--- src/shared/vcore_seq_pkg.sv ---
// Constants for the core-voltage sequencer and fault latch.
// Assumes a 25 MHz ref_clk and an 8-bit linear target code.
package vcore_seq_pkg;
  localparam int unsigned CLK_HZ = 25000000;
  localparam int unsigned MASK_US = 150;
  localparam int unsigned CLOCK_ENABLE_N_OUT_DELAY_US = 60;
  localparam int unsigned PGOOD_DELAY_MS = 5;
  localparam int unsigned MASK_CYC = MASK_US * (CLK_HZ / 1000000);
  localparam int unsigned CLOCK_ENABLE_N_OUT_DELAY_CYC = CLOCK_ENABLE_N_OUT_DELAY_US * (CLK_HZ / 1000000);
  localparam int unsigned PGOOD_DELAY_CYC = PGOOD_DELAY_MS * (CLK_HZ / 1000);
  // Full-rate slew step period and quarter-rate divide
  localparam int unsigned SLEW_STEP_CYC = 25;
  localparam int unsigned SOFT_DIV = 4;
  localparam logic [7:0] BOOT_CODE = 8'h58;
  localparam int unsigned CODE_W = 8;

  typedef enum logic [2:0] {
    ST_OFF      = 3'b000,
    ST_REF      = 3'b001,
    ST_MASK     = 3'b011,
    ST_SOFT     = 3'b010,
    ST_BOOTWAIT = 3'b110,
    ST_RUN      = 3'b111,
    ST_SHUT     = 3'b101,
    ST_DONE     = 3'b100
  } seq_state_t;

  // Gate-drive request per phase
  typedef enum logic [1:0] {
    GATE_OFF  = 2'b00,
    GATE_HIGH = 2'b01,
    GATE_LOW  = 2'b10
  } gate_req_t;
endpackage : vcore_seq_pkg

--- src/verilog/dead_time_phase.sv ---
// One phase of gate drive with adaptive dead time.
// Assumes gate-off sense inputs already synchronised by the caller.
`timescale 1ns/100ps
module dead_time_phase (
  // Clock and reset
  input  wire logic                      ref_clk,
  input  wire logic                      reset,
  // Request and sense
  input  wire vcore_seq_pkg::gate_req_t  request,
  input  wire logic                      highOffSense,
  input  wire logic                      lowOffSense,
  // Gate outputs
  output logic                           highGate,
  output logic                           lowGate
);
  logic highGate_reg, highGate_next;
  logic lowGate_reg, lowGate_next;

  // Never turn one switch on until the other is sensed off
  always_comb begin
    highGate_next = 1'b0;
    lowGate_next  = 1'b0;
    case (request)
      vcore_seq_pkg::GATE_HIGH: begin
        highGate_next = !lowGate_reg && lowOffSense;
      end
      vcore_seq_pkg::GATE_LOW: begin
        lowGate_next = !highGate_reg && highOffSense;
      end
      default: begin
        highGate_next = 1'b0;
        lowGate_next  = 1'b0;
      end
    endcase
  end

  always_ff @(posedge ref_clk) begin
    if (reset) begin
      highGate_reg <= 1'b0;
      lowGate_reg  <= 1'b0;
    end else begin
      highGate_reg <= highGate_next;
      lowGate_reg  <= lowGate_next;
    end
  end

  assign highGate = highGate_reg;
  assign lowGate  = lowGate_reg;
endmodule : dead_time_phase

--- src/verilog/vcore_sequencer_fault_latch.sv ---
// Power sequencer and latched fault logic for a 3/2-phase core regulator.
// Assumes analog comparators arrive as digital levels from another domain.
`timescale 1ns/100ps
module vcore_sequencer_fault_latch #(
  parameter int unsigned MASK_CYC        = vcore_seq_pkg::MASK_CYC,
  parameter int unsigned CLOCK_ENABLE_N_OUT_DELAY_CYC = vcore_seq_pkg::CLOCK_ENABLE_N_OUT_DELAY_CYC,
  parameter int unsigned PGOOD_DELAY_CYC = vcore_seq_pkg::PGOOD_DELAY_CYC,
  parameter int unsigned SLEW_STEP_CYC   = vcore_seq_pkg::SLEW_STEP_CYC
) (
  // Clock and reset
  input  wire logic        ref_clk,
  input  wire logic        reset,
  // System control pins
  input  wire logic        shutdown_n_in,
  input  wire logic        testModeLevel,
  input  wire logic        deep_sleep_request,
  input  wire logic        phase_count_n_in,
  input  wire logic [7:0]  voltage_id_code,
  // Analog comparator levels
  input  wire logic        supplyAbovePor,
  input  wire logic        supplyAboveUvlo,
  input  wire logic        refAboveUvlo,
  input  wire logic        outAtTarget,
  input  wire logic        outBelowFloor,
  input  wire logic        overVoltTrack,
  input  wire logic        overVoltFixed,
  input  wire logic        underVolt,
  input  wire logic        overTemp,
  input  wire logic        tempCooled,
  // Gate-off sense, phases 1 and 2
  input  wire logic [1:0]  highOffSense,
  input  wire logic [1:0]  lowOffSense,
  // Phase PWM request from the control loop
  input  wire logic [1:0]  pwmHigh,
  input  wire logic        phase3Pwm,
  // Outputs
  output logic             high_side_gate_1,
  output logic             high_side_gate_2,
  output logic             low_side_gate_1,
  output logic             low_side_gate_2,
  output logic             phase3_pwm_out,
  output logic             phase3PwmOe,
  output logic             phase3_skip_n_out,
  output logic             clock_enable_n_out,
  output logic             power_good_od_o,
  output logic             power_good_od_oe,
  output logic             output_discharge_node,
  output logic             referenceEnable,
  output logic             skipMode,
  output logic [7:0]       targetCode,
  output logic             faultLatched
);
  localparam int NSYNC = 11;

  // ------------------------------------------------------------
  // Input synchronisers
  // ------------------------------------------------------------
  logic [NSYNC-1:0] rawIn;
  logic [NSYNC-1:0] syncA, syncB, syncC;
  logic [NSYNC-1:0] filt_reg, filt_next;
  assign rawIn = {shutdown_n_in, testModeLevel, supplyAbovePor, supplyAboveUvlo,
                  refAboveUvlo, outAtTarget, outBelowFloor, overVoltTrack,
                  overVoltFixed, underVolt, overTemp};

  // Change accepted once the second and third stages agree
  always_comb begin
    for (int i = 0; i < NSYNC; i++) begin
      filt_next[i] = (syncB[i] == syncC[i]) ? syncC[i] : filt_reg[i];
    end
  end

  always_ff @(posedge ref_clk) begin
    if (reset) begin
      syncA    <= '0;
      syncB    <= '0;
      syncC    <= '0;
      filt_reg <= '0;
    end else begin
      syncA    <= rawIn;
      syncB    <= syncA;
      syncC    <= syncB;
      filt_reg <= filt_next;
    end
  end

  logic shdnN, testMode, porOk, uvloOk, refOk, atTarget, atFloor;
  logic ovTrack, ovFixed, uvSense, hotSense;
  assign {shdnN, testMode, porOk, uvloOk, refOk, atTarget, atFloor,
          ovTrack, ovFixed, uvSense, hotSense} = filt_reg;

  // Cooling sense is slow and only gates clearing; plain three-stage path
  logic [2:0] coolSync;
  always_ff @(posedge ref_clk) begin
    if (reset) begin
      coolSync <= 3'h0;
    end else begin
      coolSync <= {coolSync[1:0], tempCooled};
    end
  end

  // ------------------------------------------------------------
  // Sequencer, timer, target ramp and fault latch
  // ------------------------------------------------------------
  vcore_seq_pkg::seq_state_t state_reg, state_next;
  logic [22:0] timer_reg, timer_next;
  logic [7:0]  target_reg, target_next;
  logic [7:0]  slewCnt_reg, slewCnt_next;
  logic        fault_reg, fault_next;
  logic        hot_reg, hot_next;
  logic        shdnPrev_reg;
  logic        clock_enable_n_out_reg, clock_enable_n_out_next;
  logic        pgood_reg, pgood_next;
  logic        inReg_reg, inReg_next;
  logic        downTrans_reg, downTrans_next;
  logic        slewTick, softPhase, ovFault, uvFault, thermFault;

  // Quarter-rate during soft-start and soft shutdown
  assign softPhase = (state_reg == vcore_seq_pkg::ST_SOFT) ||
                     (state_reg == vcore_seq_pkg::ST_SHUT);
  assign slewTick = (slewCnt_reg == 8'h00);

  // Skip mode in soft-start or when sleeping; forced PWM in shutdown
  logic skipNow;
  assign skipNow = (state_reg == vcore_seq_pkg::ST_SOFT) ||
                   (state_reg != vcore_seq_pkg::ST_SHUT && deep_sleep_request);

  // Threshold choice: in skip mode, fixed level until regulating or on a down transition
  always_comb begin
    if (skipNow && (!inReg_reg || downTrans_reg)) begin
      ovFault = ovFixed;
    end else begin
      ovFault = ovTrack;
    end
    ovFault    = ovFault && !testMode && (state_reg != vcore_seq_pkg::ST_OFF);
    uvFault    = uvSense && !testMode && (state_reg == vcore_seq_pkg::ST_RUN);
    thermFault = hotSense && !testMode;
  end

  always_comb begin
    state_next     = state_reg;
    timer_next     = (timer_reg != 23'h0) ? timer_reg - 23'h1 : timer_reg;
    target_next    = target_reg;
    slewCnt_next   = slewTick ? 8'(softPhase ? SLEW_STEP_CYC * vcore_seq_pkg::SOFT_DIV - 1
                                               : SLEW_STEP_CYC - 1)
                              : slewCnt_reg - 8'h01;
    fault_next     = fault_reg;
    hot_next       = hot_reg || thermFault;
    clock_enable_n_out_next     = clock_enable_n_out_reg;
    pgood_next     = pgood_reg;
    inReg_next     = skipNow ? (inReg_reg || atTarget) : 1'b0;
    downTrans_next = (state_reg == vcore_seq_pkg::ST_RUN) && (voltage_id_code < target_reg);
    // Fault set wins over the shutdown-toggle clear; test mode masks every fault so its clear always takes; reset or power-on reset still clears it
    if (ovFault || uvFault || thermFault) begin
      fault_next = 1'b1;
    end else if (testMode || (shdnN && !shdnPrev_reg && (!hot_reg || coolSync[2]))) begin
      fault_next = 1'b0;
      hot_next   = 1'b0;
    end
    case (state_reg)
      vcore_seq_pkg::ST_OFF: begin
        target_next = 8'h00;
        clock_enable_n_out_next  = 1'b1;
        pgood_next  = 1'b0;
        if (shdnN && uvloOk && !fault_reg) begin
          state_next = vcore_seq_pkg::ST_REF;
        end
      end
      vcore_seq_pkg::ST_REF: begin
        if (refOk) begin
          state_next = vcore_seq_pkg::ST_MASK;
          timer_next = 23'(MASK_CYC);
        end
      end
      vcore_seq_pkg::ST_MASK: begin
        if (timer_reg == 23'h0) begin
          state_next = vcore_seq_pkg::ST_SOFT;
        end
      end
      vcore_seq_pkg::ST_SOFT: begin
        if (target_reg >= vcore_seq_pkg::BOOT_CODE) begin
          state_next = vcore_seq_pkg::ST_BOOTWAIT;
          timer_next = 23'(CLOCK_ENABLE_N_OUT_DELAY_CYC);
        end else if (slewTick) begin
          target_next = target_reg + 8'h01;
        end
      end
      vcore_seq_pkg::ST_BOOTWAIT: begin
        if (timer_reg == 23'h0) begin
          state_next = vcore_seq_pkg::ST_RUN;
          clock_enable_n_out_next = 1'b0;
          timer_next = 23'(PGOOD_DELAY_CYC);
        end
      end
      vcore_seq_pkg::ST_RUN: begin
        if (slewTick && target_reg < voltage_id_code) begin
          target_next = target_reg + 8'h01;
        end else if (slewTick && target_reg > voltage_id_code) begin
          target_next = target_reg - 8'h01;
        end
        if (timer_reg == 23'h1) begin
          pgood_next = 1'b1;
        end
      end
      vcore_seq_pkg::ST_SHUT: begin
        if (atFloor || target_reg == 8'h00) begin
          state_next = vcore_seq_pkg::ST_DONE;
        end else if (slewTick) begin
          target_next = target_reg - 8'h01;
        end
      end
      default: begin
        if (!shdnN || !fault_reg) begin
          state_next = vcore_seq_pkg::ST_OFF;
        end
      end
    endcase
    // Shutdown request or undervoltage starts the soft ramp down
    if ((!shdnN || uvFault) && state_reg != vcore_seq_pkg::ST_OFF &&
        state_reg != vcore_seq_pkg::ST_SHUT && state_reg != vcore_seq_pkg::ST_DONE) begin
      state_next = vcore_seq_pkg::ST_SHUT;
      pgood_next = 1'b0;
    end
    if (!uvloOk || thermFault) begin
      state_next = vcore_seq_pkg::ST_OFF;
      pgood_next = 1'b0;
      clock_enable_n_out_next = 1'b1;
    end
  end

  always_ff @(posedge ref_clk) begin
    if (reset || !porOk) begin
      state_reg     <= vcore_seq_pkg::ST_OFF;
      timer_reg     <= 23'h0;
      target_reg    <= 8'h00;
      slewCnt_reg   <= 8'h00;
      fault_reg     <= 1'b0;
      hot_reg       <= 1'b0;
      shdnPrev_reg  <= 1'b0;
      clock_enable_n_out_reg     <= 1'b1;
      pgood_reg     <= 1'b0;
      inReg_reg     <= 1'b0;
      downTrans_reg <= 1'b0;
    end else begin
      state_reg     <= state_next;
      timer_reg     <= timer_next;
      target_reg    <= target_next;
      slewCnt_reg   <= slewCnt_next;
      fault_reg     <= fault_next;
      hot_reg       <= hot_next;
      shdnPrev_reg  <= shdnN;
      clock_enable_n_out_reg     <= clock_enable_n_out_next;
      pgood_reg     <= pgood_next;
      inReg_reg     <= inReg_next;
      downTrans_reg <= downTrans_next;
    end
  end

  // ------------------------------------------------------------
  // Gate selection
  // ------------------------------------------------------------
  logic switching, multiPhase, crowbar, ovTrackLatch, ovMulti;
  assign switching = (state_reg == vcore_seq_pkg::ST_SOFT) ||
                     (state_reg == vcore_seq_pkg::ST_BOOTWAIT) ||
                     (state_reg == vcore_seq_pkg::ST_RUN) ||
                     (state_reg == vcore_seq_pkg::ST_SHUT);
  // Sleep and phase count ignored during soft-start and shutdown
  assign multiPhase = softPhase || (!deep_sleep_request && phase_count_n_in);
  // Crowbar only while switching; a stopped converter parks its drivers
  assign crowbar = fault_reg && ovTrackLatch && switching;

  // Remember an overvoltage cause so the crowbar holds while latched
  always_ff @(posedge ref_clk) begin
    if (reset || !porOk) begin
      ovTrackLatch <= 1'b0;
      ovMulti      <= 1'b0;
    end else if (ovFault && !fault_reg) begin
      ovTrackLatch <= 1'b1;
      ovMulti      <= multiPhase && !skipNow;
    end else if (!fault_reg) begin
      ovTrackLatch <= 1'b0;
    end
  end

  vcore_seq_pkg::gate_req_t req [2];
  logic [1:0] hiG, loG;
  always_comb begin
    for (int p = 0; p < 2; p++) begin
      req[p] = vcore_seq_pkg::GATE_OFF;
      if (crowbar && (p == 0 || ovMulti)) begin
        req[p] = vcore_seq_pkg::GATE_LOW;
      end else if (!fault_reg && switching && (p == 0 || (!skipNow && !deep_sleep_request) ||
                   softPhase)) begin
        req[p] = pwmHigh[p] ? vcore_seq_pkg::GATE_HIGH : vcore_seq_pkg::GATE_LOW;
      end
    end
  end

  genvar gp;
  generate
    for (gp = 0; gp < 2; gp++) begin : g_phase
      dead_time_phase u_phase (
        .ref_clk      (ref_clk),
        .reset        (reset),
        .request      (req[gp]),
        .highOffSense (highOffSense[gp]),
        .lowOffSense  (lowOffSense[gp]),
        .highGate     (hiG[gp]),
        .lowGate      (loG[gp])
      );
    end
  endgenerate

  // Phase 3 via external driver
  logic p3Pwm_reg, p3Oe_reg, p3Skip_reg, disch_reg;
  always_ff @(posedge ref_clk) begin
    if (reset) begin
      p3Pwm_reg  <= 1'b0;
      p3Oe_reg   <= 1'b0;
      p3Skip_reg <= 1'b0;
      disch_reg  <= 1'b1;
    end else if (crowbar && ovMulti) begin
      p3Pwm_reg  <= 1'b0;
      p3Oe_reg   <= 1'b1;
      p3Skip_reg <= 1'b1;
      disch_reg  <= 1'b0;
    end else if (!fault_reg && switching && multiPhase && !skipNow) begin
      p3Pwm_reg  <= phase3Pwm;
      p3Oe_reg   <= 1'b1;
      p3Skip_reg <= 1'b1;
      disch_reg  <= 1'b0;
    end else begin
      p3Pwm_reg  <= 1'b0;
      p3Oe_reg   <= 1'b0;
      p3Skip_reg <= 1'b0;
      disch_reg  <= !switching && !crowbar;
    end
  end

  // ------------------------------------------------------------
  // Outputs
  // ------------------------------------------------------------
  logic skip_reg, refEn_reg;
  always_ff @(posedge ref_clk) begin
    if (reset) begin
      skip_reg  <= 1'b0;
      refEn_reg <= 1'b0;
    end else begin
      skip_reg  <= skipNow && switching;
      refEn_reg <= (state_reg != vcore_seq_pkg::ST_OFF) &&
                   (state_reg != vcore_seq_pkg::ST_DONE);
    end
  end

  assign high_side_gate_1      = hiG[0];
  assign high_side_gate_2      = hiG[1];
  assign low_side_gate_1       = loG[0];
  assign low_side_gate_2       = loG[1];
  assign phase3_pwm_out        = p3Pwm_reg;
  assign phase3PwmOe           = p3Oe_reg;
  assign phase3_skip_n_out     = p3Skip_reg;
  assign clock_enable_n_out    = clock_enable_n_out_reg;
  assign power_good_od_o       = 1'b0;
  assign power_good_od_oe      = !pgood_reg;
  assign output_discharge_node = disch_reg;
  assign referenceEnable       = refEn_reg;
  assign skipMode              = skip_reg;
  assign targetCode            = target_reg;
  assign faultLatched          = fault_reg;
endmodule : vcore_sequencer_fault_latch

--- config.mk ---
export PLATFORM = sky130hd
export DESIGN_NAME = vcore_sequencer_fault_latch
export DESIGN_NICKNAME = d
export VERILOG_FILES = /design/src/shared/vcore_seq_pkg.sv /design/src/verilog/dead_time_phase.sv /design/src/verilog/vcore_sequencer_fault_latch.sv
export SDC_FILE = /design/constraint.sdc
export NUM_CORES = 1
export LEC_CHECK = 0
export BUFFER_PORTS_ARGS = -buffer_cell sky130_fd_sc_hd__buf_2
export CORE_MARGIN = 3
export CORE_UTILIZATION = 25
export CTS_CLUSTER_DIAMETER = 150
export DETAILED_ROUTE_END_ITERATION = 8
export GPL_TIMING_DRIVEN = 1
export MAX_ROUTING_LAYER = met4
export PLACE_DENSITY = 0.4
export REMOVE_ABC_BUFFERS = 1
export SYNTH_ARGS = -nofsm -noshare
export SYNTH_HDL_FRONTEND = slang
export SYNTH_HIERARCHICAL = 1
export SYNTH_SLANG_ARGS = --single-unit
--- constraint.sdc ---
create_clock -name ref_clk -period 2.81 [get_ports ref_clk]
set_clock_uncertainty 0.05 [all_clocks]
set_input_delay 0.281 -clock ref_clk [delete_from_list [all_inputs] [get_ports ref_clk]]
set_output_delay 0.281 -clock ref_clk [all_outputs]
set_load 0.005 [all_outputs]
==> out/results.txt, run 1 <==
run status: finished clean
core area: 19000 um2
first drt pass iteration count: 4
Max Slew Vio Count: 0
number of DRC markers in iteration 0: 177
vias in the first global route: 3977
Non-Filler Instances: 897
layout cells sized above 1: 0.181
Compound-Gate Fraction of Synth Area: 0.167
Sum Neg Setup Slack: 0 ns
CTS Buf Count: 9
die area: 21300 um2
gr usage total: 0.119
clock buffer depth: 2
wire per inst: 13.6 um
gpl congestion: 0.806
WP data required: 3.07 ns
largest family of logic cells by synthesized area: simple AND/OR/NAND/NOR gates
Boundary Pins: 53
Leak: 0.00234 uW
critical path fanouts, max: 8
most frequent cells in the layout: 107 x dfxtp_1, 55 x nor2_1, 53 x a21oi_1
Layout Area Growth over Synthesis: 19.7%
cts hold-fix bufs: 0
Via Count: 4051
die span in x: 146 um
fin crit period: 2.67 ns
DR vias/cell: 4.52
maxcap violations: 0
initial antenna violation count: 0
GR Overflow Total: 0
Post-synth EDFFs: 0
min-delay worst type: in2reg
fillcell total: 1958
final setup fails: 0
setup bufs post-CTS: 0
global-route wire length before repair: 20300 um
Post-synth ARST share: 0
Worst Path Arrival: 2.93 ns
IO buf count: 51
Crit. End Element: register
worst hold margin: 0.0747 ns
fmax: 0.374 GHz
Post-Synth Adder-Cell Area: 0.0408
pin count of the biggest net entering global routing: 56
post-synthesis mux area share: 0.00408
final wirelength: 12200 um
Mean Syn Cell Area: 8.66 um2
post-layout util: 0.310
DP HPWL: 9000 um
# H-tree levels: 3
max reg flops: 23
type of the worst setup path: reg2reg
Reg clk slew, reported paths: 0.08 ns
Worst setup SP type: register
CTS tree: yes
diode count: 0
Tot Pwr: 2860 uW
synthesized cell area: 4900 um2
Worst Tran Pin Value: 0.748 ns
drc violations: 0
Cells after DPL: 881
worst ir drop on vdd: 324 uV
clk sinks: 107
RSZ-0062 raised after global routing: false
die height: 146 um
Skew-Pair Late Insertion Delay: 0.36 ns
Post-Synth Simple-Gate Area: 0.270
Final Hold Viols: 0
Layout Nets: 679
register area share after synthesis: 0.437
Synth Area in XOR/XNOR: 0.0429
period utilisation layout: 0.951
Starting Density: 0.259
commonest non-fill, non-tap cell in the layout: dfxtp_1
synthesized instance count: 566
post-route ant nets: 0
Yosys warnings: 6
Netlist cell types: 68
Power Density: 487 nW/um2
prevailing post-synth register cell: dfxtp_1
post-synthesis register bit count: 107
worst relative slew slack: 0.489
post_cts resized: 0
# rows: 50
CTS root buf: clkbuf_16
==> final cells by class <==
class                      instances  area [um2]  area share
timing repair buffer              78         458      0.0780
multi-input combinational        415        2580       0.439
tap                              260         325      0.0554
inverter                          21        78.8      0.0134
clock buffer                      10         229      0.0390
clock inverter                     6        58.8      0.0100
sequential                       107        2140       0.365
==> Yosys cell counts, types with 3 or more instances <==
cell type | count | area (um2)
dfxtp_1 | 107 | 2140
nor2_1 | 55 | 206
a21oi_1 | 53 | 265
nand2_1 | 49 | 184
nor2b_1 | 45 | 282
o21ai_0 | 31 | 155
nor3_1 | 21 | 105
inv_1 | 20 | 75.1
clkbuf_1 | 18 | 67.6
ha_1 | 16 | 200
xnor2_1 | 16 | 140
nand3_1 | 12 | 60.1
nand2b_1 | 8 | 50.1
xor2_1 | 8 | 70.1
or3_1 | 7 | 43.8
a21o_1 | 5 | 37.5
a31oi_1 | 5 | 31.3
nor4_2 | 5 | 62.6
or2_2 | 5 | 31.3
a211oi_1 | 4 | 30.0
and4b_1 | 4 | 40.0
nand3b_1 | 4 | 30.0
o21a_1 | 4 | 30.0
o31ai_1 | 4 | 30.0
and3_1 | 3 | 18.8
o22ai_1 | 3 | 18.8
==> routing by layer <==
metal,share of wire,up-vias,GRT usage
li1,-,2108,-
met1,0.46,1863,0.144
met2,0.49,68,0.198
met3,0.039,12,0.0307
met4,0.011,0,0.0320
met5,0,-,-
==> final timing paths <==
check / start / end / cells after the start / slack, ns
max: targetCode[1]$_SDFFE_PP0P_ / targetCode[3]$_SDFFE_PP0P_ / 8 / 0.14
min: outBelowFloor / syncA[4]$_SDFF_PP0_ / 2 / 0.07
max reg2reg: targetCode[1]$_SDFFE_PP0P_ / targetCode[3]$_SDFFE_PP0P_ / 8 / 0.14
min reg2reg: syncA[10]$_SDFF_PP0_ / syncB[10]$_SDFF_PP0_ / 1 / 0.39
==> critical path: stages, from the launching register on <==
cell      delay, ns
dfxtp_1        0.43
ha_1           0.27
nor2b_1        0.13
o211ai_1       0.25
a311oi_1       0.14
or4b_1         0.65
nor3_4         0.36
and3b_1        0.23
a311o_1        0.10
==> power breakdown <==
part	leakage (uW)	switching [uW]	internal [uW]
clock network	0.000137	627	622
registers	0.000868	7.01	1540
logic	0.00133	31.9	35.9
total	0.00234	666	2190
==> cell families after synthesis <==
| family | Yosys count |
|---|---|
| AND/OR/NAND/NOR | 240 |
| AO/OA/AOI/OAI | 132 |
| flip-flops | 107 |
| buffers and inverters | 44 |
| XOR/XNOR | 24 |
| adder cells (fa/ha/maj) | 16 |
| multiplexers | 2 |
| other | 1 |
==> per-stage QoR <==
step | instance area (um2) | worst slack, ns
floorplan | 4800 | 0.346
global placement | 5580 | 0.198
finish | 5870 | 0.138
global route | 5870 | 0.000872
detailed placement | 5580 | 0.155
CTS | 5870 | 0.141
Power figures use the tool's default switching activity.
==> run 2: changes to the inputs <==
--- a/config.mk
+++ b/config.mk
@@ -6,7 +6,6 @@
 export NUM_CORES = 1
 export LEC_CHECK = 0
 export BUFFER_PORTS_ARGS = -buffer_cell sky130_fd_sc_hd__buf_2
-export CORE_MARGIN = 3
 export CORE_UTILIZATION = 25
 export CTS_CLUSTER_DIAMETER = 150
 export DETAILED_ROUTE_END_ITERATION = 8
==> constraint.sdc (replaced) <==
create_clock -name ref_clk -period 2.81 [get_ports ref_clk]
set_clock_uncertainty 0.05 [all_clocks]
set_input_delay 0.281 -clock ref_clk [delete_from_list [all_inputs] [get_ports ref_clk]]
set_output_delay 0.281 -clock ref_clk [all_outputs]
set_load 0.01 [all_outputs]
==> out/results.txt, run 2 (synthesis results as in run 1) <==
die area: 20200 um2 (-5.4%)
Layout Nets: 681 (+0.29%)
Skew-Pair Late Insertion Delay: 0.35 ns (about the same)
initial antenna violation count: 0 (unchanged)
WP data required: 3.06 ns (about the same)
GR Overflow Total: 0 (unchanged)
pin count of the biggest net entering global routing: 55 (-1.8%)
Crit. End Element: register
# H-tree levels: 3 (unchanged)
Sum Neg Setup Slack: 0 ns (unchanged)
DR vias/cell: 4.45 (-1.5%)
core area: 19000 um2 (unchanged)
most frequent cells in the layout: 107 x dfxtp_1, 55 x nor2_1, 53 x a21oi_1
min-delay worst type: in2reg
most frequent CP cell: a22o_1
first drt pass iteration count: 4 (unchanged)
Max Slew Vio Count: 0 (unchanged)
reg2reg end: targetCode[7]$_SDFFE_PP0P_
IO buf count: 51 (unchanged)
period utilisation layout: 0.904 (-0.0468)
worst ir drop on vdd: 319 uV (-1.5%)
Worst Path Buf+Inv: 1 (+1)
Global Route met2 Usage: 0.206 (+0.00845)
global-route wire length before repair: 19600 um (-3.3%)
critical path depth in cells: 9 (+1)
GRT busiest layer: met2
Non-Filler Instances: 898 (+0.11%)
met1 usage: 0.159 (+0.0141)
R2R Path Start: targetCode[1]$_SDFFE_PP0P_
cts hold-fix bufs: 0 (unchanged)
slack of the worst reg-to-reg path: 0.27 ns (+0.13 ns)
number of DRC markers in iteration 0: 169 (-4.5%)
Worst setup SP type: register
Power Density: 497 nW/um2 (+2.1%)
maxcap violations: 0 (unchanged)
Leak: 0.00235 uW (+0.67%)
Crit-path slowest cell: or4b_4
post-route ant nets: 0 (unchanged)
commonest non-fill, non-tap cell in the layout: dfxtp_1
diode count: 0 (unchanged)
Via Count: 3996 (-1.4%)
clock buffer depth: 2 (unchanged)
layout cells sized above 1: 0.183 (+0.00285)
clk sinks: 107 (unchanged)
gpl congestion: 0.802 (-0.52%)
R2R depth: 9 (+1)
worst relative slew slack: 0.553 (+0.0642)
wire per inst: 13.2 um (-2.9%)
final setup fails: 0 (unchanged)
Crit path max-delay family: simple AND/OR/NAND/NOR gates
Worst Path Arrival: 2.79 ns (-0.14 ns)
Boundary Pins: 53 (unchanged)
max reg flops: 23 (unchanged)
CTS root buf: clkbuf_16
die height: 142 um (-2.7%)
RSZ-0062 raised after global routing: false
crit path launch: targetCode[1]$_SDFFE_PP0P_
Layout Area Growth over Synthesis: 20.4%
global-route met3 utilization: 0.0209 (-0.00986)
type of the worst setup path: reg2reg
worst path cell trace: ha_1 -> nor2b_1 -> o211ai_1 -> a311oi_1 -> or4b_4 -> nor3_4 -> buf_4 -> a22o_1 -> a22o_1
Max stage delay on crit path: 0.58 ns (-0.07 ns)
fmax: 0.394 GHz (+5.2%)
final wirelength: 11800 um (-2.7%)
CTS Buf Count: 9 (unchanged)
Reg clk slew, reported paths: 0.08 ns (about the same)
Worst Tran Pin Value: 0.654 ns (-0.0938 ns)
critical path fanouts, max: 9 (+1)
Final Instance Area: 5900 um2 (+0.58%)
gr usage total: 0.128 (+0.00859)
vias in the first global route: 3905 (-1.8%)
drc violations: 0 (unchanged)
# rows: 50 (unchanged)
fin crit period: 2.54 ns (-0.132 ns)
Final Hold Viols: 0 (unchanged)
run status: finished clean
die span in x: 142 um (-2.7%)
CP endpoint: targetCode[7]$_SDFFE_PP0P_
DP HPWL: 8790 um (-2.3%)
Cells after DPL: 881 (unchanged)
Starting Density: 0.259 (unchanged)
placed cell area: 5580 um2 (unchanged)
CTS tree: yes
==> run 2: timing repair <==
item | 4_1_cts | 5_1_grt
setup buffers | 0 | 2
gates resized for setup | 0 | 1
endpoints found under the hold margin | 0 | 0
endpoints found under the setup margin | 0 | 4
==> run 2: per-layer routing <==
metal	vias up	routed length, um
met5	-	0
met4	0	133
met3	8	229
met2	34	5790
met1	1843	5680
li1	2111	-
==> run 2: where the power goes <==
group	total, uW	internal, uW	switching, uW	leakage [uW]
clock	1320	740	585	0.000145
sequential	1540	1540	6.84	0.000868
combinational	67.9	35.9	32.0	0.00134
==> run 2: worst min path at each step <==
stage                                   start                       end  slack, ns  cells past startpoint
after global routing                underVolt       syncA[1]$_SDFF_PP0_       0.08                      2
after floorplan                         reset  filt_reg[0]$_SDFFE_PP0N_       0.30                      1
after global placement    syncA[3]$_SDFF_PP0_       syncB[3]$_SDFF_PP0_       0.37                      1
final                          supplyAbovePor       syncA[8]$_SDFF_PP0_       0.08                      2
after CTS                       overVoltFixed       syncA[2]$_SDFF_PP0_       0.07                      2
after detailed placement  syncA[2]$_SDFF_PP0_       syncB[2]$_SDFF_PP0_       0.37                      1
==> run 2: final cells by class <==
cell class                 count  area (um2)
fill                        1997       13100
multi-input combinational    415        2580
timing repair buffer          80         473
clock buffer                  12         256
tap                          260         325
sequential                   107        2140
clock inverter                 3        46.3
inverter                      21        78.8
==> run 2: per-stage QoR <==
stage	utilization	hold slack (ns)	worst slack [ns]	total power [uW]
floorplan	-	0.300	0.346	1610
global placement	0.294	0.368	0.151	1650
detailed placement	0.294	0.370	0.131	1650
CTS	0.310	0.0725	0.114	2980
global route	0.311	0.0815	0.120	3050
finish	0.311	0.0824	0.270	2940
==> run 3: changes to the inputs <==
--- a/config.mk
+++ b/config.mk
@@ -7,12 +7,14 @@
 export LEC_CHECK = 0
 export BUFFER_PORTS_ARGS = -buffer_cell sky130_fd_sc_hd__buf_2
 export CORE_UTILIZATION = 25
+export CTS_BUF_LIST = sky130_fd_sc_hd__clkbuf_4
 export CTS_CLUSTER_DIAMETER = 150
 export DETAILED_ROUTE_END_ITERATION = 8
 export GPL_TIMING_DRIVEN = 1
 export MAX_ROUTING_LAYER = met4
 export PLACE_DENSITY = 0.4
 export REMOVE_ABC_BUFFERS = 1
+export SETUP_SLACK_MARGIN = 0.15
 export SYNTH_ARGS = -nofsm -noshare
 export SYNTH_HDL_FRONTEND = slang
 export SYNTH_HIERARCHICAL = 1
==> out/results.txt, run 3 (synthesis results as in run 1) <==
clk sinks: 107 (unchanged)
run status: finished clean
fmax: 0.400 GHz (+1.6%)
Reg clk slew, reported paths: 0.17 ns (+0.09 ns)
Max stage delay on crit path: 0.64 ns (+0.06 ns)
GR Overflow Total: 0 (unchanged)
most frequent cells in the layout: 106 x dfxtp_1, 55 x nor2_1, 53 x a21oi_1
Layout Nets: 697 (+2.3%)
number of DRC markers in iteration 0: 199 (+18%)
WP data required: 3.19 ns (+0.13 ns)
CTS tree: yes
final wirelength: 11900 um (+1.0%)
Worst setup SP type: register
max reg flops: 23 (unchanged)
# H-tree levels: 3 (unchanged)
fin crit period: 2.50 ns (-0.0399 ns)
pin count of the biggest net entering global routing: 55 (unchanged)
DP HPWL: 8790 um (unchanged)
Crit. End Element: register
post-layout util: 0.311 (about the same)
final setup fails: 0 (unchanged)
Sum Neg Setup Slack: 0 ns (unchanged)
# rows: 50 (unchanged)
core area: 19000 um2 (unchanged)
PnR worst setup slack: 0.310 ns (+0.0399 ns)
worst relative slew slack: 0.554 (+0.00175)
Crit path max-delay family: simple AND/OR/NAND/NOR gates
die height: 142 um (unchanged)
min-delay worst type: in2reg
Worst Path Arrival: 2.88 ns (+0.09 ns)
global-route wire length before repair: 19800 um (+0.91%)
type of the worst setup path: reg2reg
IO buf count: 51 (unchanged)
gpl congestion: 0.802 (unchanged)
die span in x: 142 um (unchanged)
clock buffer depth: 2 (unchanged)
Starting Density: 0.259 (unchanged)
worst path cell trace: nor4_4 -> and3_1 -> a21oi_1 -> or4b_4 -> nor3_4 -> and3b_1 -> a311o_1
Max Slew Vio Count: 0 (unchanged)
period utilisation layout: 0.890 (-0.0142)
CTS Buf Count: 9 (unchanged)
gr usage total: 0.128 (+0.000447)
Layout Area Growth over Synthesis: 20.3% (about the same)
Power Density: 412 nW/um2 (-17%)
maxcap violations: 0 (unchanged)
area of the multi-input gates: 2590 um2 (+0.34%)
drc violations: 0 (unchanged)
post-route ant nets: 0 (unchanged)
Leak: 0.00235 uW (about the same)
CTS root buf: clkbuf_4
Boundary Pins: 53 (unchanged)
RSZ-0062 raised after global routing: true
critical path fanouts, max: 9 (unchanged)
Worst Path Buf+Inv: 0 (-1)
Storage cell area: 2140 um2 (about the same)
Worst Tran Pin Value: 0.651 ns (-0.00256 ns)
commonest non-fill, non-tap cell in the layout: dfxtp_1
DR vias/cell: 4.47 (+0.44%)
initial antenna violation count: 0 (unchanged)
vias in the first global route: 4001 (+2.5%)
Via Count: 4085 (+2.2%)
Skew-Pair Late Insertion Delay: 0.48 ns (+0.13 ns)
layout cells sized above 1: 0.179 (-0.00449)
diode count: 0 (unchanged)
Final Hold Viols: 0 (unchanged)
die area: 20200 um2 (unchanged)
worst ir drop on vdd: 230 uV (-28%)
first drt pass iteration count: 4 (unchanged)
wire per inst: 13.1 um (-0.73%)
pre-CTS WS: 0.131 ns (unchanged)
Crit-path slowest cell: or4b_4
fillcell total: 2000 (+0.15%)
-- run 3: through the flow --
step / cells / cell area [um2] / hold WS (ns) / total power [uW]
6_report: 914 / 5900 / 0.0414 / 2430
4_1_cts: 913 / 5880 / 0.00423 / 2470
3_3_place_gp: 881 / 5580 / 0.368 / 1650
5_1_grt: 914 / 5900 / 0.00660 / 2540
2_1_floorplan: 543 / 4800 / 0.300 / 1610
3_5_place_dp: 881 / 5580 / 0.370 / 1650
-- run 3: final cells by class --
class,instances,area share
tap,260,0.0552
timing repair buffer,96,0.107
inverter,21,0.0134
sequential,107,0.363
clock inverter,5,0.00912
multi-input combinational,415,0.439
clock buffer,10,0.0127
-- run 3: worst register-to-register path: cells and delay by family (launching register included) --
family | cells | cell delay (ns)
AND/OR/NAND/NOR | 5 | 1.80
flip-flops | 1 | 0.40
AO/OA/AOI/OAI | 2 | 0.21
-- run 3: path summary, 6_finish.rpt --
kind / start / cells after the start / slack (ns) / to
worst max-delay path: slewCnt_reg[3]$_SDFF_PP0_ / 7 / 0.31 / targetCode[3]$_SDFFE_PP0P_
worst min-delay path: lowOffSense[0] / 2 / 0.04 / g_phase[0].u_phase/highGate$_SDFF_PP0_
worst max register to register: slewCnt_reg[3]$_SDFF_PP0_ / 7 / 0.31 / targetCode[3]$_SDFFE_PP0P_
worst min register to register: syncA[3]$_SDFF_PP0_ / 1 / 0.40 / syncB[3]$_SDFF_PP0_
-- run 3: power by group --
part / total (uW) / switching [uW] / internal [uW] / leakage, uW
logic: 84.8 / 34.4 / 50.4 / 0.00141
clock network: 796 / 521 / 275 / 0.0000680
registers: 1550 / 6.87 / 1540 / 0.000868
-- run 3: per-layer routing --
layer / wire length [um] / vias up / part of all wire / global-route usage
li1: - / 2140 / - / -
met3: 224 / 14 / 0.019 / 0.0199
met5: 0 / - / 0 / -
met1: 5780 / 1885 / 0.48 / 0.158
met4: 169 / 0 / 0.014 / 0.0498
met2: 5770 / 46 / 0.48 / 0.211
-- run 3: timing repair --
action / CTS / global route
endpoints found under the setup margin: 2 / 9
buffers inserted: 1 / 1
pin swaps: 1 / 1
gates resized for setup: 1 / 2
hold endpoints to repair: 16 / 0
hold buffers: 16 / 0
